File: src/rtl/wrf_pkg.sv
// Shared constants, types and helpers of the weight report formatter.
package wrf_pkg;

  // ----------------------------------------
  // Timing
  // ----------------------------------------
  localparam int CLK_HZ = 125_000_000;
  localparam int UPDATE_MS = 60;
  localparam int UPDATE_CYCLES_DEF = UPDATE_MS * (CLK_HZ / 1000);

  // ----------------------------------------
  // Register offsets
  // ----------------------------------------
  localparam logic [7:0] OFS_CMD = 8'h00;
  localparam logic [7:0] OFS_CFG = 8'h04;
  localparam logic [7:0] OFS_STAT = 8'h08;
  localparam logic [7:0] OFS_WORD1 = 8'h0c;
  localparam logic [7:0] OFS_WORD2 = 8'h10;
  localparam logic [7:0] OFS_DOUT = 8'h14;
  localparam logic [7:0] OFS_DIN = 8'h18;
  localparam logic [7:0] OFS_ASSIGN = 8'h1c;

  // ----------------------------------------
  // Configuration fields and reset values
  // ----------------------------------------
  localparam int CFG_FMT_LSB = 0;
  localparam int CFG_ORD_LSB = 2;
  localparam logic [1:0] FMT_INTEGER = 2'h0;
  localparam logic [1:0] FMT_DIVISIONS = 2'h1;
  localparam logic [1:0] FMT_FLOAT = 2'h2;
  localparam logic [1:0] ORD_STANDARD = 2'h0;
  localparam logic [1:0] ORD_WORD_SWAP = 2'h1;
  localparam logic [1:0] ORD_BYTE_SWAP = 2'h2;
  localparam logic [1:0] ORD_DWORD_SWAP = 2'h3;
  localparam logic [1:0] FMT_RESET = FMT_INTEGER;
  localparam logic [1:0] ORD_RESET = ORD_STANDARD;

  // ----------------------------------------
  // Commands and indicators
  // ----------------------------------------
  localparam logic [15:0] CMD_FIRST = 16'h0001;
  localparam logic [15:0] CMD_NEXT = 16'h0002;
  localparam logic [15:0] CMD_CLEAR = 16'h0003;
  localparam logic [15:0] CMD_ADD_NET = 16'h0029;
  localparam logic [15:0] CMD_ADD_RATE = 16'h002e;
  localparam logic [7:0] ACK_FIRST = 8'h01;
  localparam logic [7:0] ACK_NEXT = 8'h02;
  localparam logic [7:0] ACK_LAST = 8'h03;
  localparam logic [7:0] IND_NET = 8'h01;
  localparam logic [7:0] IND_RATE = 8'h06;
  localparam logic [7:0] IND_NULL = 8'h1e;

  typedef enum logic [1:0] {
    FLD_NET = 2'b01,
    FLD_RATE = 2'b10
  } field_t;

  typedef enum logic [1:0] {
    MODE_SETUP = 2'b01,
    MODE_FIELD = 2'b10
  } mode_t;

  typedef struct packed {
    logic [31:0] digits;
    logic [31:0] divs;
    logic [31:0] fp;
  } field_src_t;

  typedef struct packed {
    logic [15:0] first;
    logic [15:0] second;
  } words_t;

  function automatic logic [15:0] bswap16(input logic [15:0] w);
    bswap16 = {w[7:0], w[15:8]};
  endfunction

endpackage

File: src/rtl/weight_encoder.sv
// Weight encoder: integer, divisions or single-precision words.
module weight_encoder
  import wrf_pkg::*;
(
  // Source and selection
  input wire field_src_t src,
  input wire logic [1:0] fmt,
  // Encoded words, high word first
  output words_t words,
  output logic single
);

  // ----------------------------------------
  // Selection
  // ----------------------------------------
  // Only the low 16 bits are kept, so larger weights wrap to a negative
  // or meaningless word; floating point must be used for big scales.
  wire logic is_float = (fmt == FMT_FLOAT);
  wire logic [15:0] int_word = src.digits[15:0];
  wire logic [15:0] div_word = src.divs[15:0];
  wire logic [15:0] int_sel = (fmt == FMT_DIVISIONS) ? div_word : int_word;

  assign words.first = is_float ? src.fp[31:16] : int_sel;
  assign words.second = is_float ? src.fp[15:0] : 16'h0000;
  assign single = !is_float;

endmodule

File: src/rtl/byte_order_unit.sv
// Byte and word arrangement of outgoing multi-byte values.
module byte_order_unit
  import wrf_pkg::*;
(
  // Value in natural order
  input wire words_t in_words,
  input wire logic single,
  input wire logic [1:0] order,
  // Value as sent
  output words_t out_words
);

  // ----------------------------------------
  // Arrangement
  // ----------------------------------------
  wire logic swap_bytes = (order == ORD_BYTE_SWAP) || (order == ORD_DWORD_SWAP);
  wire logic swap_words = !single && ((order == ORD_WORD_SWAP) ||
                                      (order == ORD_DWORD_SWAP));
  wire words_t byte_set = swap_bytes ?
    words_t'{first: bswap16(in_words.first), second: bswap16(in_words.second)} :
    in_words;

  assign out_words = swap_words ?
    words_t'{first: byte_set.second, second: byte_set.first} : byte_set;

endmodule

File: src/rtl/weight_report_rotation_formatter.sv
// Top of the weight report formatter: commands, rotation, data block, discrete I/O.

// Overview of operation
// - Command 1 reports first field, ack 1.
// - First field sends net weight, indicator 1.
// - Command 2 acks 2, sends rate, indicator 6.
// - Held command value is not new.
// - Command 1 after 2 returns to net.
// - Refresh every 60 ms, never self-advance.
// - Integer, divisions, float; integer by default.
// - Integer: signed 16-bit displayed digits.
// - Divisions: signed increment count, controller scales.
// - Float: single precision, two words.
// - Integer and divisions carry no decimal point.
// - Oversized weight wraps in 16-bit encodings.
// - Four byte and word orderings selectable.
// - Integer 1355 bytes swap per ordering.
// - Float words and bytes swap per ordering.
// - Discrete I/O updates on converter sample.
// - Controller drives only unassigned outputs.
// - Command 3 clears the rotation.
// - Command 46 adds rate, 41 adds net.
module weight_report_rotation_formatter
  import wrf_pkg::*;
#(
  parameter int UPDATE_CYCLES = UPDATE_CYCLES_DEF,
  parameter int DEPTH = 8,
  parameter int DIO_W = 4
) (
  // Clock and reset
  input wire logic mclk,
  input wire logic rst,
  // Register port
  input wire logic [7:0] addr,
  input wire logic [15:0] wdata,
  input wire logic wr,
  input wire logic rd,
  output logic [15:0] rdata,
  // Measured quantities
  input wire field_src_t net_src,
  input wire field_src_t rate_src,
  // Discrete I/O
  input wire logic adc_tick,
  input wire logic [DIO_W-1:0] local_out,
  input wire logic [DIO_W-1:0] din_pin,
  output logic [DIO_W-1:0] dout_pin
);

  localparam int IDX_W = (DEPTH > 1) ? $clog2(DEPTH) : 1;
  localparam int CNT_W = $clog2(DEPTH + 1);
  localparam int TICK_W = $clog2(UPDATE_CYCLES + 1);

  // ----------------------------------------
  // Register port decode
  // ----------------------------------------
  wire logic wr_cmd = wr && (addr == OFS_CMD);
  wire logic wr_cfg = wr && (addr == OFS_CFG);
  wire logic wr_dout = wr && (addr == OFS_DOUT);
  wire logic wr_assign = wr && (addr == OFS_ASSIGN);

  logic [15:0] cmd;
  logic [1:0] fmt;
  logic [1:0] order;
  logic [DIO_W-1:0] plc_dout;
  logic [DIO_W-1:0] assigned;

  // Bits owned by a local function keep their old value on a write.
  wire logic [DIO_W-1:0] next_plc_dout =
    (wdata[DIO_W-1:0] & ~assigned) | (plc_dout & assigned);

  always_ff @(posedge mclk or posedge rst) begin
    if (rst) begin
      cmd <= 16'h0000;
      fmt <= FMT_RESET;
      order <= ORD_RESET;
      plc_dout <= '0;
      assigned <= '0;
    end else begin
      if (wr_cmd) begin
        cmd <= wdata;
      end
      if (wr_cfg) begin
        fmt <= wdata[CFG_FMT_LSB +: 2];
        order <= wdata[CFG_ORD_LSB +: 2];
      end
      if (wr_dout) begin
        plc_dout <= next_plc_dout;
      end
      if (wr_assign) begin
        assigned <= wdata[DIO_W-1:0];
      end
    end
  end

  // ----------------------------------------
  // Interface update cycle
  // ----------------------------------------
  logic [TICK_W-1:0] tick_cnt;
  wire logic tick_wrap = (tick_cnt == TICK_W'(UPDATE_CYCLES - 1));

  always_ff @(posedge mclk or posedge rst) begin
    if (rst) begin
      tick_cnt <= '0;
    end else if (tick_wrap) begin
      tick_cnt <= '0;
    end else begin
      tick_cnt <= tick_cnt + TICK_W'(1);
    end
  end

  // ----------------------------------------
  // Command detection
  // ----------------------------------------
  // The command word is only looked at once per update cycle, so a value
  // written and overwritten within one cycle is never seen.
  logic [15:0] cmd_prev;
  wire logic new_cmd = tick_wrap && (cmd != cmd_prev);
  wire logic do_first = new_cmd && (cmd == CMD_FIRST);
  wire logic do_next = new_cmd && (cmd == CMD_NEXT);
  wire logic do_clear = new_cmd && (cmd == CMD_CLEAR);
  wire logic do_add_net = new_cmd && (cmd == CMD_ADD_NET);
  wire logic do_add_rate = new_cmd && (cmd == CMD_ADD_RATE);
  wire logic do_add = do_add_net || do_add_rate;

  always_ff @(posedge mclk or posedge rst) begin
    if (rst) begin
      cmd_prev <= 16'h0000;
    end else if (tick_wrap) begin
      cmd_prev <= cmd;
    end
  end

  // ----------------------------------------
  // Rotation list
  // ----------------------------------------
  field_t list [DEPTH];
  logic [CNT_W-1:0] count;
  logic [IDX_W-1:0] idx;
  logic [7:0] ack;
  mode_t mode;

  wire logic list_full = (count == CNT_W'(DEPTH));
  wire logic list_empty = (count == '0);
  wire field_t add_field = do_add_rate ? FLD_RATE : FLD_NET;
  wire logic idx_last = ({1'b0, idx} + (CNT_W + 1)'(1)) >= {1'b0, count};
  wire logic [IDX_W-1:0] next_idx = idx_last ? '0 : idx + IDX_W'(1);
  wire logic [7:0] next_ack = (ack == ACK_LAST) ? ACK_FIRST : ack + 8'h01;

  genvar gi;
  generate
    for (gi = 0; gi < DEPTH; gi++) begin : g_list
      always_ff @(posedge mclk or posedge rst) begin
        if (rst) begin
          list[gi] <= FLD_NET;
        end else if (do_add && !list_full && (count == CNT_W'(gi))) begin
          list[gi] <= add_field;
        end
      end
    end
  endgenerate

  always_ff @(posedge mclk or posedge rst) begin
    if (rst) begin
      count <= '0;
      idx <= '0;
      ack <= 8'h00;
      mode <= MODE_SETUP;
    end else if (do_first) begin
      idx <= '0;
      ack <= ACK_FIRST;
      mode <= MODE_FIELD;
    end else if (do_next) begin
      idx <= next_idx;
      ack <= ACK_NEXT;
      mode <= MODE_FIELD;
    end else if (do_clear) begin
      count <= '0;
      idx <= '0;
      ack <= ACK_FIRST;
      mode <= MODE_SETUP;
    end else if (do_add) begin
      if (!list_full) begin
        count <= count + CNT_W'(1);
      end
      ack <= next_ack;
      mode <= MODE_SETUP;
    end
  end

  // ----------------------------------------
  // Field selection
  // ----------------------------------------
  // During set-up, or with an empty list, a null value is reported.
  wire field_t cur_field = list[idx];
  wire logic show_null = (mode == MODE_SETUP) || list_empty;
  wire logic show_rate = !show_null && (cur_field == FLD_RATE);
  wire field_src_t null_src = '0;
  wire field_src_t cur_src = show_null ? null_src :
                             show_rate ? rate_src : net_src;
  wire logic [7:0] cur_ind = show_null ? IND_NULL :
                             show_rate ? IND_RATE : IND_NET;

  // ----------------------------------------
  // Encoding and ordering
  // ----------------------------------------
  words_t enc_words;
  words_t ord_words;
  logic enc_single;

  weight_encoder u_enc (
    .src(cur_src),
    .fmt(fmt),
    .words(enc_words),
    .single(enc_single)
  );

  byte_order_unit u_order (
    .in_words(enc_words),
    .single(enc_single),
    .order(order),
    .out_words(ord_words)
  );

  // The status word holds two bytes, so only the byte swap applies to it.
  wire logic stat_swap = (order == ORD_BYTE_SWAP) || (order == ORD_DWORD_SWAP);
  wire logic [15:0] stat_raw = {ack, cur_ind};
  wire logic [15:0] stat_ord = stat_swap ? bswap16(stat_raw) : stat_raw;

  // ----------------------------------------
  // Outgoing data block
  // ----------------------------------------
  // Values are sampled one cycle after the command is acted on, so the
  // acknowledge and the new field's data always leave together.
  logic refresh;
  logic [15:0] stat_out;
  words_t data_out;

  always_ff @(posedge mclk or posedge rst) begin
    if (rst) begin
      refresh <= 1'b0;
      stat_out <= 16'h0000;
      data_out <= '0;
    end else begin
      refresh <= tick_wrap;
      if (refresh) begin
        stat_out <= stat_ord;
        data_out <= ord_words;
      end
    end
  end

  // ----------------------------------------
  // Discrete I/O
  // ----------------------------------------
  logic [DIO_W-1:0] din_meta;
  logic [DIO_W-1:0] din_sync;
  logic [DIO_W-1:0] din_seen;

  wire logic [DIO_W-1:0] next_dout = (local_out & assigned) | (plc_dout & ~assigned);

  always_ff @(posedge mclk or posedge rst) begin
    if (rst) begin
      din_meta <= '0;
      din_sync <= '0;
    end else begin
      din_meta <= din_pin;
      din_sync <= din_meta;
    end
  end

  // Inputs and outputs move only on converter samples, which adds lag
  // relative to the controller's own scan.
  always_ff @(posedge mclk or posedge rst) begin
    if (rst) begin
      din_seen <= '0;
      dout_pin <= '0;
    end else if (adc_tick) begin
      din_seen <= din_sync;
      dout_pin <= next_dout;
    end
  end

  // ----------------------------------------
  // Read data
  // ----------------------------------------
  logic [15:0] rd_mux;

  always_comb begin
    rd_mux = 16'h0000;
    unique case (addr)
      OFS_CMD: rd_mux = cmd;
      OFS_CFG: rd_mux = {12'h000, order, fmt};
      OFS_STAT: rd_mux = stat_out;
      OFS_WORD1: rd_mux = data_out.first;
      OFS_WORD2: rd_mux = data_out.second;
      OFS_DOUT: rd_mux = 16'(plc_dout);
      OFS_DIN: rd_mux = 16'(din_seen);
      OFS_ASSIGN: rd_mux = 16'(assigned);
      default: rd_mux = 16'h0000;
    endcase
  end

  always_ff @(posedge mclk or posedge rst) begin
    if (rst) begin
      rdata <= 16'h0000;
    end else begin
      rdata <= rd ? rd_mux : 16'h0000;
    end
  end

endmodule

File: config.mk
export PLATFORM = sky130hd
export DESIGN_NAME = weight_report_rotation_formatter
export DESIGN_NICKNAME = d
export VERILOG_FILES = /design/src/rtl/wrf_pkg.sv /design/src/rtl/weight_encoder.sv /design/src/rtl/byte_order_unit.sv /design/src/rtl/weight_report_rotation_formatter.sv
export SDC_FILE = /design/constraint.sdc
export NUM_CORES = 1
export LEC_CHECK = 0
export BUFFER_PORTS_ARGS = -buffer_cell sky130_fd_sc_hd__buf_4
export CAP_MARGIN = 30
export CORE_MARGIN = 2
export CORE_UTILIZATION = 35
export DETAILED_ROUTE_END_ITERATION = 10
export SYNTH_ARGS = -nofsm -noshare
export SYNTH_HDL_FRONTEND = slang
export SYNTH_HIERARCHICAL = 1
export SYNTH_SLANG_ARGS = --single-unit
File: constraint.sdc
create_clock -name mclk -period 7.3 [get_ports mclk]
set_clock_uncertainty 0.2 [all_clocks]
set_input_delay 0.73 -clock mclk [delete_from_list [all_inputs] [get_ports mclk]]
set_output_delay 0.73 -clock mclk [all_outputs]
set_load 0.03 [all_outputs]
; Yosys cells after proc, flatten, opt, wreduce, memory -nomap -nowiden
; Index checks and enable logic that the tools add are counted.
[classes]
addsub = 5
magnitude_cmp = 2
eq_ne = 31
mux = 33
bitwise = 10
reduce_logical = 33
[ops]
columns = operator, count
row1 = 2-to-1 mux 80 bit, 2
row2 = case mux 16 bit (8 select lines), 1
row3 = 2-to-1 mux 16 bit, 5
row4 = 2-to-1 mux 32 bit, 2
row5 = 2-to-1 mux 8 bit, 5
row6 = == test 16 x 2 -> 1 bit (second input constant), 2
row7 = == test 16 x 6 -> 1 bit (second input constant), 2
row8 = == test 8 x 5 -> 1 bit (second input constant), 4
row9 = adder 23 x 1 -> 23 bit (second input constant), 1
row10 = == test 23 bit (second input constant), 1
row11 = 2-to-1 mux 23 bit, 1
row12 = logical AND 1 bit, 21
row13 = bitwise AND 4 bit, 4
row14 = == test 16 x 1 -> 1 bit (second input constant), 1
row15 = == test 4 x 3 -> 1 bit (second input constant), 4
row16 = == test 8 x 4 -> 1 bit (second input constant), 2
row17 = != test 16 bit, 1
row18 = 2-to-1 mux 3 bit, 5
row19 = 2-to-1 mux 2 bit, 7
row20 = 2-to-1 mux 4 bit, 3
row21 = adder 8 x 1 -> 8 bit (second input constant), 1
row22 = == test 2 bit (second input constant), 4
row23 = == test 4 x 2 -> 1 bit (second input constant), 2
row24 = == test 8 x 2 -> 1 bit (second input constant), 1
row25 = other kinds (24), 32
[totals]
reg_bits = 181
elab_cells = 142

; Depth between registers and ports, before layout
; Gate-level depths: netlist of run 1.
[logic_depth]
word_depth = 12
depth_mapped = 12

; Hierarchy
; The synthesis of run 1 kept the hierarchy.
[modules_own_cells]
columns = module, instances, cells_per_inst, area_per_inst_um2, seq_area_each_um2
row1 = weight_report_rotation_formatter, 1, 1082, 9853.2, 4540.6
row2 = byte_order_unit, 1, 42, 872.1, 0.0
row3 = weight_encoder, 1, 73, 665.6, 0.0

; Least setup slack after synthesis of run 1
; Ideal clock, no wire load.
[synth_timing]
path_kind = reg2reg
startpoint = register idx[0]
endpoint = register data_out[6] (netlist bit)
setup_time_ns = 0.125
arrival_ns = 2.964
setup_slack_ns = 4.012
stages_incl_launch_ff = 13
n_path_buf = 4
period_less_slack_ns = 3.288
cell_sequence = dfrtp_1 clkbuf_1 a32o_1 mux4_2 clkbuf_1 buf_2 clkbuf_1 nand2_1 a21oi_1 mux2i_1 mux2i_1 mux4_1 mux2_2
[synth_lines]
columns = item, line_no
row1 = from (decl), weight_report_rotation_formatter.sv:138  ; logic [IDX_W-1:0] idx;
row2 = from (signal assigned), weight_report_rotation_formatter.sv:173  ; idx <= next_idx;
row3 = to (signal assigned), weight_report_rotation_formatter.sv:247  ; data_out <= ord_words;
row4 = to (decl), weight_report_rotation_formatter.sv:236  ; words_t data_out;

==> results of run 1 <==
==> state kept, by name, indices dropped and copies added, names as in the netlist, named ones only <==
register,flops
assigned,4
fmt,2
tick_cnt,23
data_out,32
cmd,16
list,16
cmd_prev,16
stat_out,16
ack,8
mode,2
din_seen,4
order,2
count,4
refresh,1
rdata,16
din_meta,4
idx,3
dout_pin,4
din_sync,4
==> area by class of cell <==
type | count | area share [%]
Multi-Input combinational cell | 800 | 44.7
Sequential cell | 181 | 34.3
Timing Repair Buffer | 198 | 11.7
Tap cell | 396 | 3.75
Clock buffer | 18 | 3.32
Clock inverter | 14 | 1.18
Inverter | 35 | 1.03
==> metal layers <==
metal  global-route usage [%]  vias to the layer above  share of wire (%)
met5                        0                        -                  0
met4                     4.23                        0                1.2
met3                     3.67                       24                4.3
met2                     29.7                      209                 48
met1                     24.5                     4327                 46
li1                         -                     4189                  -
==> how the worst max path moves through the flow <==
stage	to	slack (ns)	cells past startpoint
final	data_out[11]	3.58	10
after global routing	data_out[11]	3.36	10
after CTS	data_out[1]	3.56	10
after detailed placement	data_out[1]	3.60	10
after global placement	data_out[1]	3.61	10
after floorplan	asynchronous set/reset pin	1.47	1
==> placed cells by master (no fill, tap or decap), types with 4 or more instances in the layout <==
cell / count
mux4_1: 11
dfstp_2: 9
nand2_1: 213
nor2_1: 39
a32o_1: 4
and4_1: 5
nor4_2: 5
dfrtp_1: 169
a21oi_1: 87
nor4_1: 4
mux2_2: 79
mux2i_1: 69
xnor2_1: 26
nor2b_1: 4
a32oi_1: 4
nor3_1: 14
or3_1: 5
xor2_1: 9
ha_1: 11
mux4_2: 26
o211ai_1: 5
o21ai_0: 29
a22oi_1: 26
buf_4: 194
clkbuf_16: 17
inv_6: 5
inv_1: 34
o22ai_1: 4
a21o_1: 6
clkinv_4: 4
nor3b_1: 4
and2_1: 20
inv_8: 5
a211oi_1: 4
nand3_1: 23
or2_2: 6
nand4_1: 13
==> per-stage QoR <==
step / cells / worst slack, ns / util, % / area [µm²] / total power, W
after floorplan: 1098 / 1.47 / - / 11000 / 0.00115
after global placement: 1605 / 3.61 / 40.8 / 12500 / 0.00125
after detailed placement: 1608 / 3.60 / 41.0 / 12600 / 0.00126
after CTS: 1640 / 3.56 / 42.9 / 13200 / 0.00220
after global routing: 1642 / 3.36 / 43.0 / 13200 / 0.00227
final: 1642 / 3.58 / 43.0 / 13200 / 0.00219
==> where the power goes <==
group | total (W) | internal (W) | switching [W]
Combinational | 0.000200 | 0.000101 | 0.0000992
Sequential | 0.00104 | 0.00102 | 0.0000203
Clock | 0.000951 | 0.000498 | 0.000453
==> flow_summary.yaml, run 1 <==
setup_path:
  timing_worst_setup_path_type: "flop to flop"
  crit_family: "multiplexers"
  crit_path_end_kind: "flop"
  cp_num_buf_inv: 1
  cp.arrival_ns: 3.85
  critical_path.cell_chain: "nor2_1 -> a32o_1 -> mux4_2 -> buf_4 -> nand2_1 -> a21oi_1 -> mux2i_1 -> mux2i_1 -> mux4_1 -> mux2_2"
  worstPathRequired_ns: 7.43
  worstPathMaxFanout: 66
  cp-startpoint: "idx[0]"
  r2r_start: "idx[0]"
  reg2reg_depth: 10
  crit_slowest_cell: "dfrtp_1"
  worst_setup_path_start_kind: "flop"
  worst_r2r_endpoint: "data_out[11]"
  slowest_delay_ns: 0.69
  cp_common_cell: "mux2i_1"
  r2r_slack_ns: 3.58
placed_design:
  port_buffers: 184
  dp_hpwl_um: 20800
  gp_congestion: 0.803
min_path:
  holdCritPathClass: "flop to flop"
  hold_path_end: "din_sync[0]"
  hold_depth: 0
  hold_start: "din_meta[0]"
sta:
  worst_pin_slew_ns: 1.01
  rsz0062_at_grt: "no"
  finalCritPeriodShare_pct: 51.0
  setup_viol: 0
  finalCriticalPeriod_ns: 3.72
  slew_headroom_pct: 32.7
  hold_viol: 0
  fmax_mhz: 269
  slew_violations: 0
  fin_worst_hold_slack_ns: 0.150
  setup_tns_ns: 0
route:
  wl_per_cell_um: 17.7
  vias_per_cell: 5.33
  firstDrtPassIters: 5
  drt_wl_total_um: 29100
  via_count: 8749
  drc_errors: 0
  ant_nets: 0
  drtIter0Drc: 538
clocking:
  cts_tree: "yes"
  numCtsBuffers: 17
  postCtsHoldBufs: 0
  cts.sinks: 181
  cts-root-buf: "clkbuf_16"
  clk_pin_slew_ns: 0.08
  post_cts_buffers: 0
  clk_latency_ns: 0.45
  clockBufferDepth: 2
  cts_resized: 0
  htreeDepth: 4
logic_synthesis:
  synth_nets: 1338
  netlist_instances: 1098
  ys_warn_count: 6
  syn-cell-area_um2: 11000
  post_synth.cell_area_avg_um2: 10.0
global_route:
  track_usage_pct: 18.1
  grt_max_degree: 104
  overflow: 0
  grt_pass1_wl_um: 47100
  grt_pass1_vias: 8673
  grt_antenna_before_repair: 0
die:
  ios: 249
  die_area_um2: 32800
  placementRows: 64
  start_util_pct: 35.7
  die_h_um: 181
  die_x_um: 181
  core_area_um2: 30700
cells_and_area:
  syn2layout_area_growth_pct: 20.5
  num-fill-cells: 2982
  ff_latch_area_um2: 4540
  multiInputGateArea_um2: 5920
  final_nets: 1473
  drive_gt1_share_pct: 29.8
  diodes: 0
job:
  maxCapViolCount: 0
power:
  peakVddDrop_mv: 0.171
  leakage_nw: 5.81
  p_per_area_nw_per_um2: 165
status:
  status: "completed"
Note: power is estimated with default switching activity, not from simulation.
==> run 2, diff against run 1 <==
Clock period 7.3 ns to 3.4 ns, I/O delays scaled along.
==> flow_summary.yaml, run 2 (synthesis gave the netlist of run 1 again) <==
setup_path:
  critical_path.cell_chain: "buf_2 -> a32o_1 -> mux4_2 -> buf_12 -> nand2_1 -> a21oi_1 -> mux2i_1 -> mux2i_1 -> mux4_1 -> mux2_2"
  slowest_delay_ns: 0.56
  crit_path_end_kind: "flop"
  cp.arrival_ns: 3.41
  crit_slowest_cell: "mux4_1"
  crit_family: "multiplexers"
  cp_common_cell: "mux2i_1"
  r2r_slack_ns: 0.11
  worst_setup_path_start_kind: "flop"
  worstPathMaxFanout: 66
  cp_num_buf_inv: 2
  worstPathRequired_ns: 3.52
  timing_worst_setup_path_type: "flop to flop"
cells_and_area:
  largestRegisters: "data_out x32, tick_cnt x23"
  final_common_cell: "nand2_1"
  drive_gt1_share_pct: 30.4
  multiInputGateArea_um2: 5930
  ff_latch_area_um2: 4550
  final_cell_mix: "nand2_1, buf_4, dfrtp_1"
  largest_reg_flops: 32
  largest-register: "data_out"
  final_nets: 1509
  diodes: 0
  num-fill-cells: 3000
  syn2layout_area_growth_pct: 24.0
global_route:
  grt_pass1_wl_um: 46800
  grt_max_degree: 87
  track_usage_pct: 17.8
  overflow: 0
  grt_pass1_vias: 8705
  grt_antenna_before_repair: 0
sta:
  finalCritPeriodShare_pct: 96.8
  worst_pin_slew_ns: 0.842
  fmax_mhz: 304
  setup_viol: 0
  rsz0062_at_grt: "no"
  slew_headroom_pct: 43.9
  hold_viol: 0
  finalCriticalPeriod_ns: 3.29
  fin_worst_hold_slack_ns: 0.0177
  finalWorstSetupSlack_ns: 0.108
  slew_violations: 0
  setup_tns_ns: 0
route:
  drt_wl_total_um: 29000
  wl_per_cell_um: 17.3
  firstDrtPassIters: 5
  ant_nets: 0
  drc_errors: 0
  via_count: 8818
  vias_per_cell: 5.26
  drtIter0Drc: 575
power:
  power_w: 0.00470
  leakage_nw: 5.99
  peakVddDrop_mv: 0.338
  p_per_area_nw_per_um2: 345
clocking:
  numCtsBuffers: 17
  cts_tree: "yes"
  clk_pin_slew_ns: 0.08
  htreeDepth: 4
  clk_latency_ns: 0.43
  cts.sinks: 181
  cts-root-buf: "clkbuf_16"
  clockBufferDepth: 2
placed_design:
  gp_congestion: 0.825
  port_buffers: 184
  dp_slack_ns: 0.0353
  dp_hpwl_um: 21000
die:
  die_area_um2: 32800
  die_h_um: 181
  placementRows: 64
  ios: 249
  die_x_um: 181
  start_util_pct: 35.7
  core_area_um2: 30700
min_path:
  holdCritPathClass: "input port to flop"
job:
  maxCapViolCount: 0
status:
  status: "completed"
==> run 2: cell count changes in the layout (fill, tap and decap cells not counted), moves of 4 or more <==
cell | before | now
dlygate4sd3_1 | 1 | 23
buf_4 | 194 | 204
buf_12 | 1 | 6
clkinv_8 | 0 | 5
mux2i_1 | 69 | 65
mux2i_2 | 0 | 4
==> run 2: tightest hold or removal path, delay by kind of cell <==
| kind | cells | cell delay (ns) |
|---|---|---|
| AO/OA/AOI/OAI | 1 | 0.13 |
| buffers and inverters | 1 | 0.08 |
| multiplexers | 1 | 0.06 |
==> run 2: area by class of cell <==
class / instances / area share (%)
well taps: 396 / 3.64
flip-flops and latches: 181 / 33.4
repair buffers: 234 / 13.9
clock buffers: 17 / 3.12
inverters: 35 / 0.992
multi-input cells: 800 / 43.6
clock inverters: 15 / 1.44
==> run 2: stage by stage <==
stage / area, µm² / util [%] / instances
6_report: 13600 / 44.3 / 1678
5_1_grt: 13600 / 44.3 / 1678
4_1_cts: 13600 / 44.2 / 1676
3_5_place_dp: 12700 / 41.4 / 1621
3_3_place_gp: 12700 / 41.4 / 1621
2_1_floorplan: 11000 / - / 1098
==> run 2: worst paths after layout <==
path                                    from  cells past startpoint           to
worst min register to register   din_meta[2]                      0  din_sync[2]
worst max register to register        idx[0]                     10  data_out[4]
worst max-delay path                  idx[0]                     10  data_out[4]
worst min-delay path            local_out[2]                      3  dout_pin[2]
min in group asynchronous                rst                      3     rdata[7]
max in group asynchronous                rst                      4      list[6]
==> run 2: report_power, final <==
group          total [W]  internal, W  switching, W
clock            0.00203      0.00102       0.00101
combinational   0.000454     0.000234      0.000220
sequential       0.00222      0.00218     0.0000393
==> run 2: what timing repair did <==
item	CTS	global route
pin swaps	0	0
resized for setup	1	4
buffers inserted	0	2
endpoints found under the hold margin	52	0
endpoints found under the setup margin	1	4
hold buffers	23	0
==> run 2: per-layer routing <==
layer | wire length (µm) | vias to the layer above | track usage (%) | share of wire (%)
li1 | - | 4252 | - | -
met1 | 13500 | 4334 | 25.0 | 46
met2 | 14000 | 217 | 29.3 | 48
met3 | 1240 | 15 | 3.08 | 4.3
met4 | 247 | 0 | 3.12 | 0.85
met5 | 0 | - | 0 | 0
==> run 3, diff against run 2 <==
==> constraint.sdc (replaced) <==
create_clock -name mclk -period 3.4 [get_ports mclk]
set_clock_uncertainty 0.2 [all_clocks]
set_input_delay 0 -clock mclk [delete_from_list [all_inputs] [get_ports mclk]]
set_output_delay 0 -clock mclk [all_outputs]
set_load 0.03 [all_outputs]
==> flow_summary.yaml, run 3 (synthesis gave the netlist of run 1 again) <==
status:
  status: "completed"
sta:
  setup_viol: 0
  finalCriticalPeriod_ns: 3.24
  rsz0062_at_grt: "no"
  fmax_mhz: 308
  hold_viol: 0
  slew_headroom_pct: 43.6
  setup_tns_ns: 0
  finalCritPeriodShare_pct: 95.4
  slew_violations: 0
  worst_pin_slew_ns: 0.844
route:
  ant_nets: 0
  vias_per_cell: 5.21
  via_count: 8799
  firstDrtPassIters: 6
  drt_wl_total_um: 28700
  wl_per_cell_um: 17.0
  drtIter0Drc: 561
  drc_errors: 0
die:
  start_util_pct: 35.7
  die_h_um: 181
  ios: 249
  core_area_um2: 30700
  die_x_um: 181
  die_area_um2: 32800
  placementRows: 64
global_route:
  met1_usage_pct: 24.5
  overflow: 0
  met2_usage_pct: 29.2
  grt_max_degree: 90
  gr-max-usage-layer: "met2"
  grt_antenna_before_repair: 0
  grt_pass1_vias: 8773
  met3_usage_pct: 3.49
  grt_pass1_wl_um: 46600
  track_usage_pct: 17.8
min_path:
  hold_start: "addr[5]"
  holdCritPathClass: "input port to flop"
cells_and_area:
  final_nets: 1520
  drive_gt1_share_pct: 29.7
  largestRegisters: "data_out x32, tick_cnt x23"
  largest-register: "data_out"
  fin_area_um2: 13700
  syn2layout_area_growth_pct: 24.7
  final_cell_mix: "nand2_1, buf_4, dfrtp_1"
  largest_reg_flops: 32
  diodes: 0
  final_common_cell: "nand2_1"
clocking:
  cts-root-buf: "clkbuf_16"
  clk_pin_slew_ns: 0.07
  cts.sinks: 181
  numCtsBuffers: 17
  clk_latency_ns: 0.44
  post_cts_buffers: 0
  htreeDepth: 4
  cts_tree: "yes"
  clockBufferDepth: 2
power:
  p_int_w: 0.00352
  seq_power_share_pct: 47.5
  power_frac_comb_pct: 10.1
  peakVddDrop_mv: 0.394
  p_sw_w: 0.00115
  pwr-share-clk_pct: 42.4
  switching_share_pct: 24.6
  leakage_nw: 6.01
  p_per_area_nw_per_um2: 341
setup_path:
  crit_path_end_kind: "flop"
  worst_setup_path_start_kind: "flop"
  r2r_start: "list[0]"
  r2r_slack_ns: 0.16
  worstPathMaxFanout: 66
  cp.arrival_ns: 3.37
  cp-startpoint: "list[0]"
  worstPathRequired_ns: 3.53
  timing_worst_setup_path_type: "flop to flop"
job:
  maxCapViolCount: 0
placed_design:
  port_buffers: 184
  placed_area_um2: 12800
  gp_congestion: 0.836
  dp_hpwl_um: 21300
run 3: through the flow:
step / util [%] / std cells / hold WS (ns) / setup WS, ns / total power [W]
6_report: 44.5 / 1689 / 0.0384 / 0.156 / 0.00467
5_1_grt: 44.5 / 1689 / 0.0973 / 0.00144 / 0.00486
4_1_cts: 44.5 / 1688 / 0.00138 / 0.0744 / 0.00472
3_5_place_dp: 41.5 / 1622 / -0.266 / 0.0999 / 0.00271
3_3_place_gp: 41.4 / 1621 / -0.268 / 0.130 / 0.00270
2_1_floorplan: - / 1098 / -0.169 / 0.150 / 0.00248
run 3: layout make-up:
| type | count | area [µm²] |
|---|---|---|
| fill | 2975 | 17100 |
| tap | 396 | 495 |
| sequential | 181 | 4550 |
| inverter | 35 | 135 |
| multi-input combinational | 800 | 5920 |
| timing repair buffer | 245 | 2010 |
| clock inverter | 13 | 148 |
| clock buffer | 19 | 433 |
run 3: power by group through the flow:
stage	logic (W)	clock network [W]	registers, W
final	0.000472	0.00198	0.00222
after global routing	0.000517	0.00212	0.00223
after CTS	0.000475	0.00202	0.00222
after detailed placement	0.000443	0	0.00226
after global placement	0.000438	0	0.00226
after floorplan	0.000228	0	0.00225
run 3: per-layer routing:
layer	wire length (µm)	vias up
met5	0	-
met4	267	0
met3	1280	19
met2	14100	219
met1	13100	4298
li1	-	4263
run 3: timing repair:
action	in CTS	in global routing
hold endpoints to repair	224	1
hold buffers	34	1
endpoints found under the setup margin	0	32
gates resized for setup	0	2
run 3: worst paths after layout:
path                          endpoint  cells past startpoint
max                        data_out[6]                     10
min                           rdata[3]                      5
max reg2reg                data_out[6]                     10
min reg2reg                din_sync[3]                      0
max in group asynchronous     list[10]                      5
min in group asynchronous  tick_cnt[4]                      4
run 3: critical path, cell delays in order, from the launching register on:
cell and delay (ns):
dfstp_2 0.52, inv_1 0.06, a32o_1 0.24, mux4_2 0.51, buf_12 0.20, nand2_1 0.11
a21oi_1 0.10, mux2i_1 0.14, mux2i_1 0.17, mux4_1 0.55, mux2_2 0.28
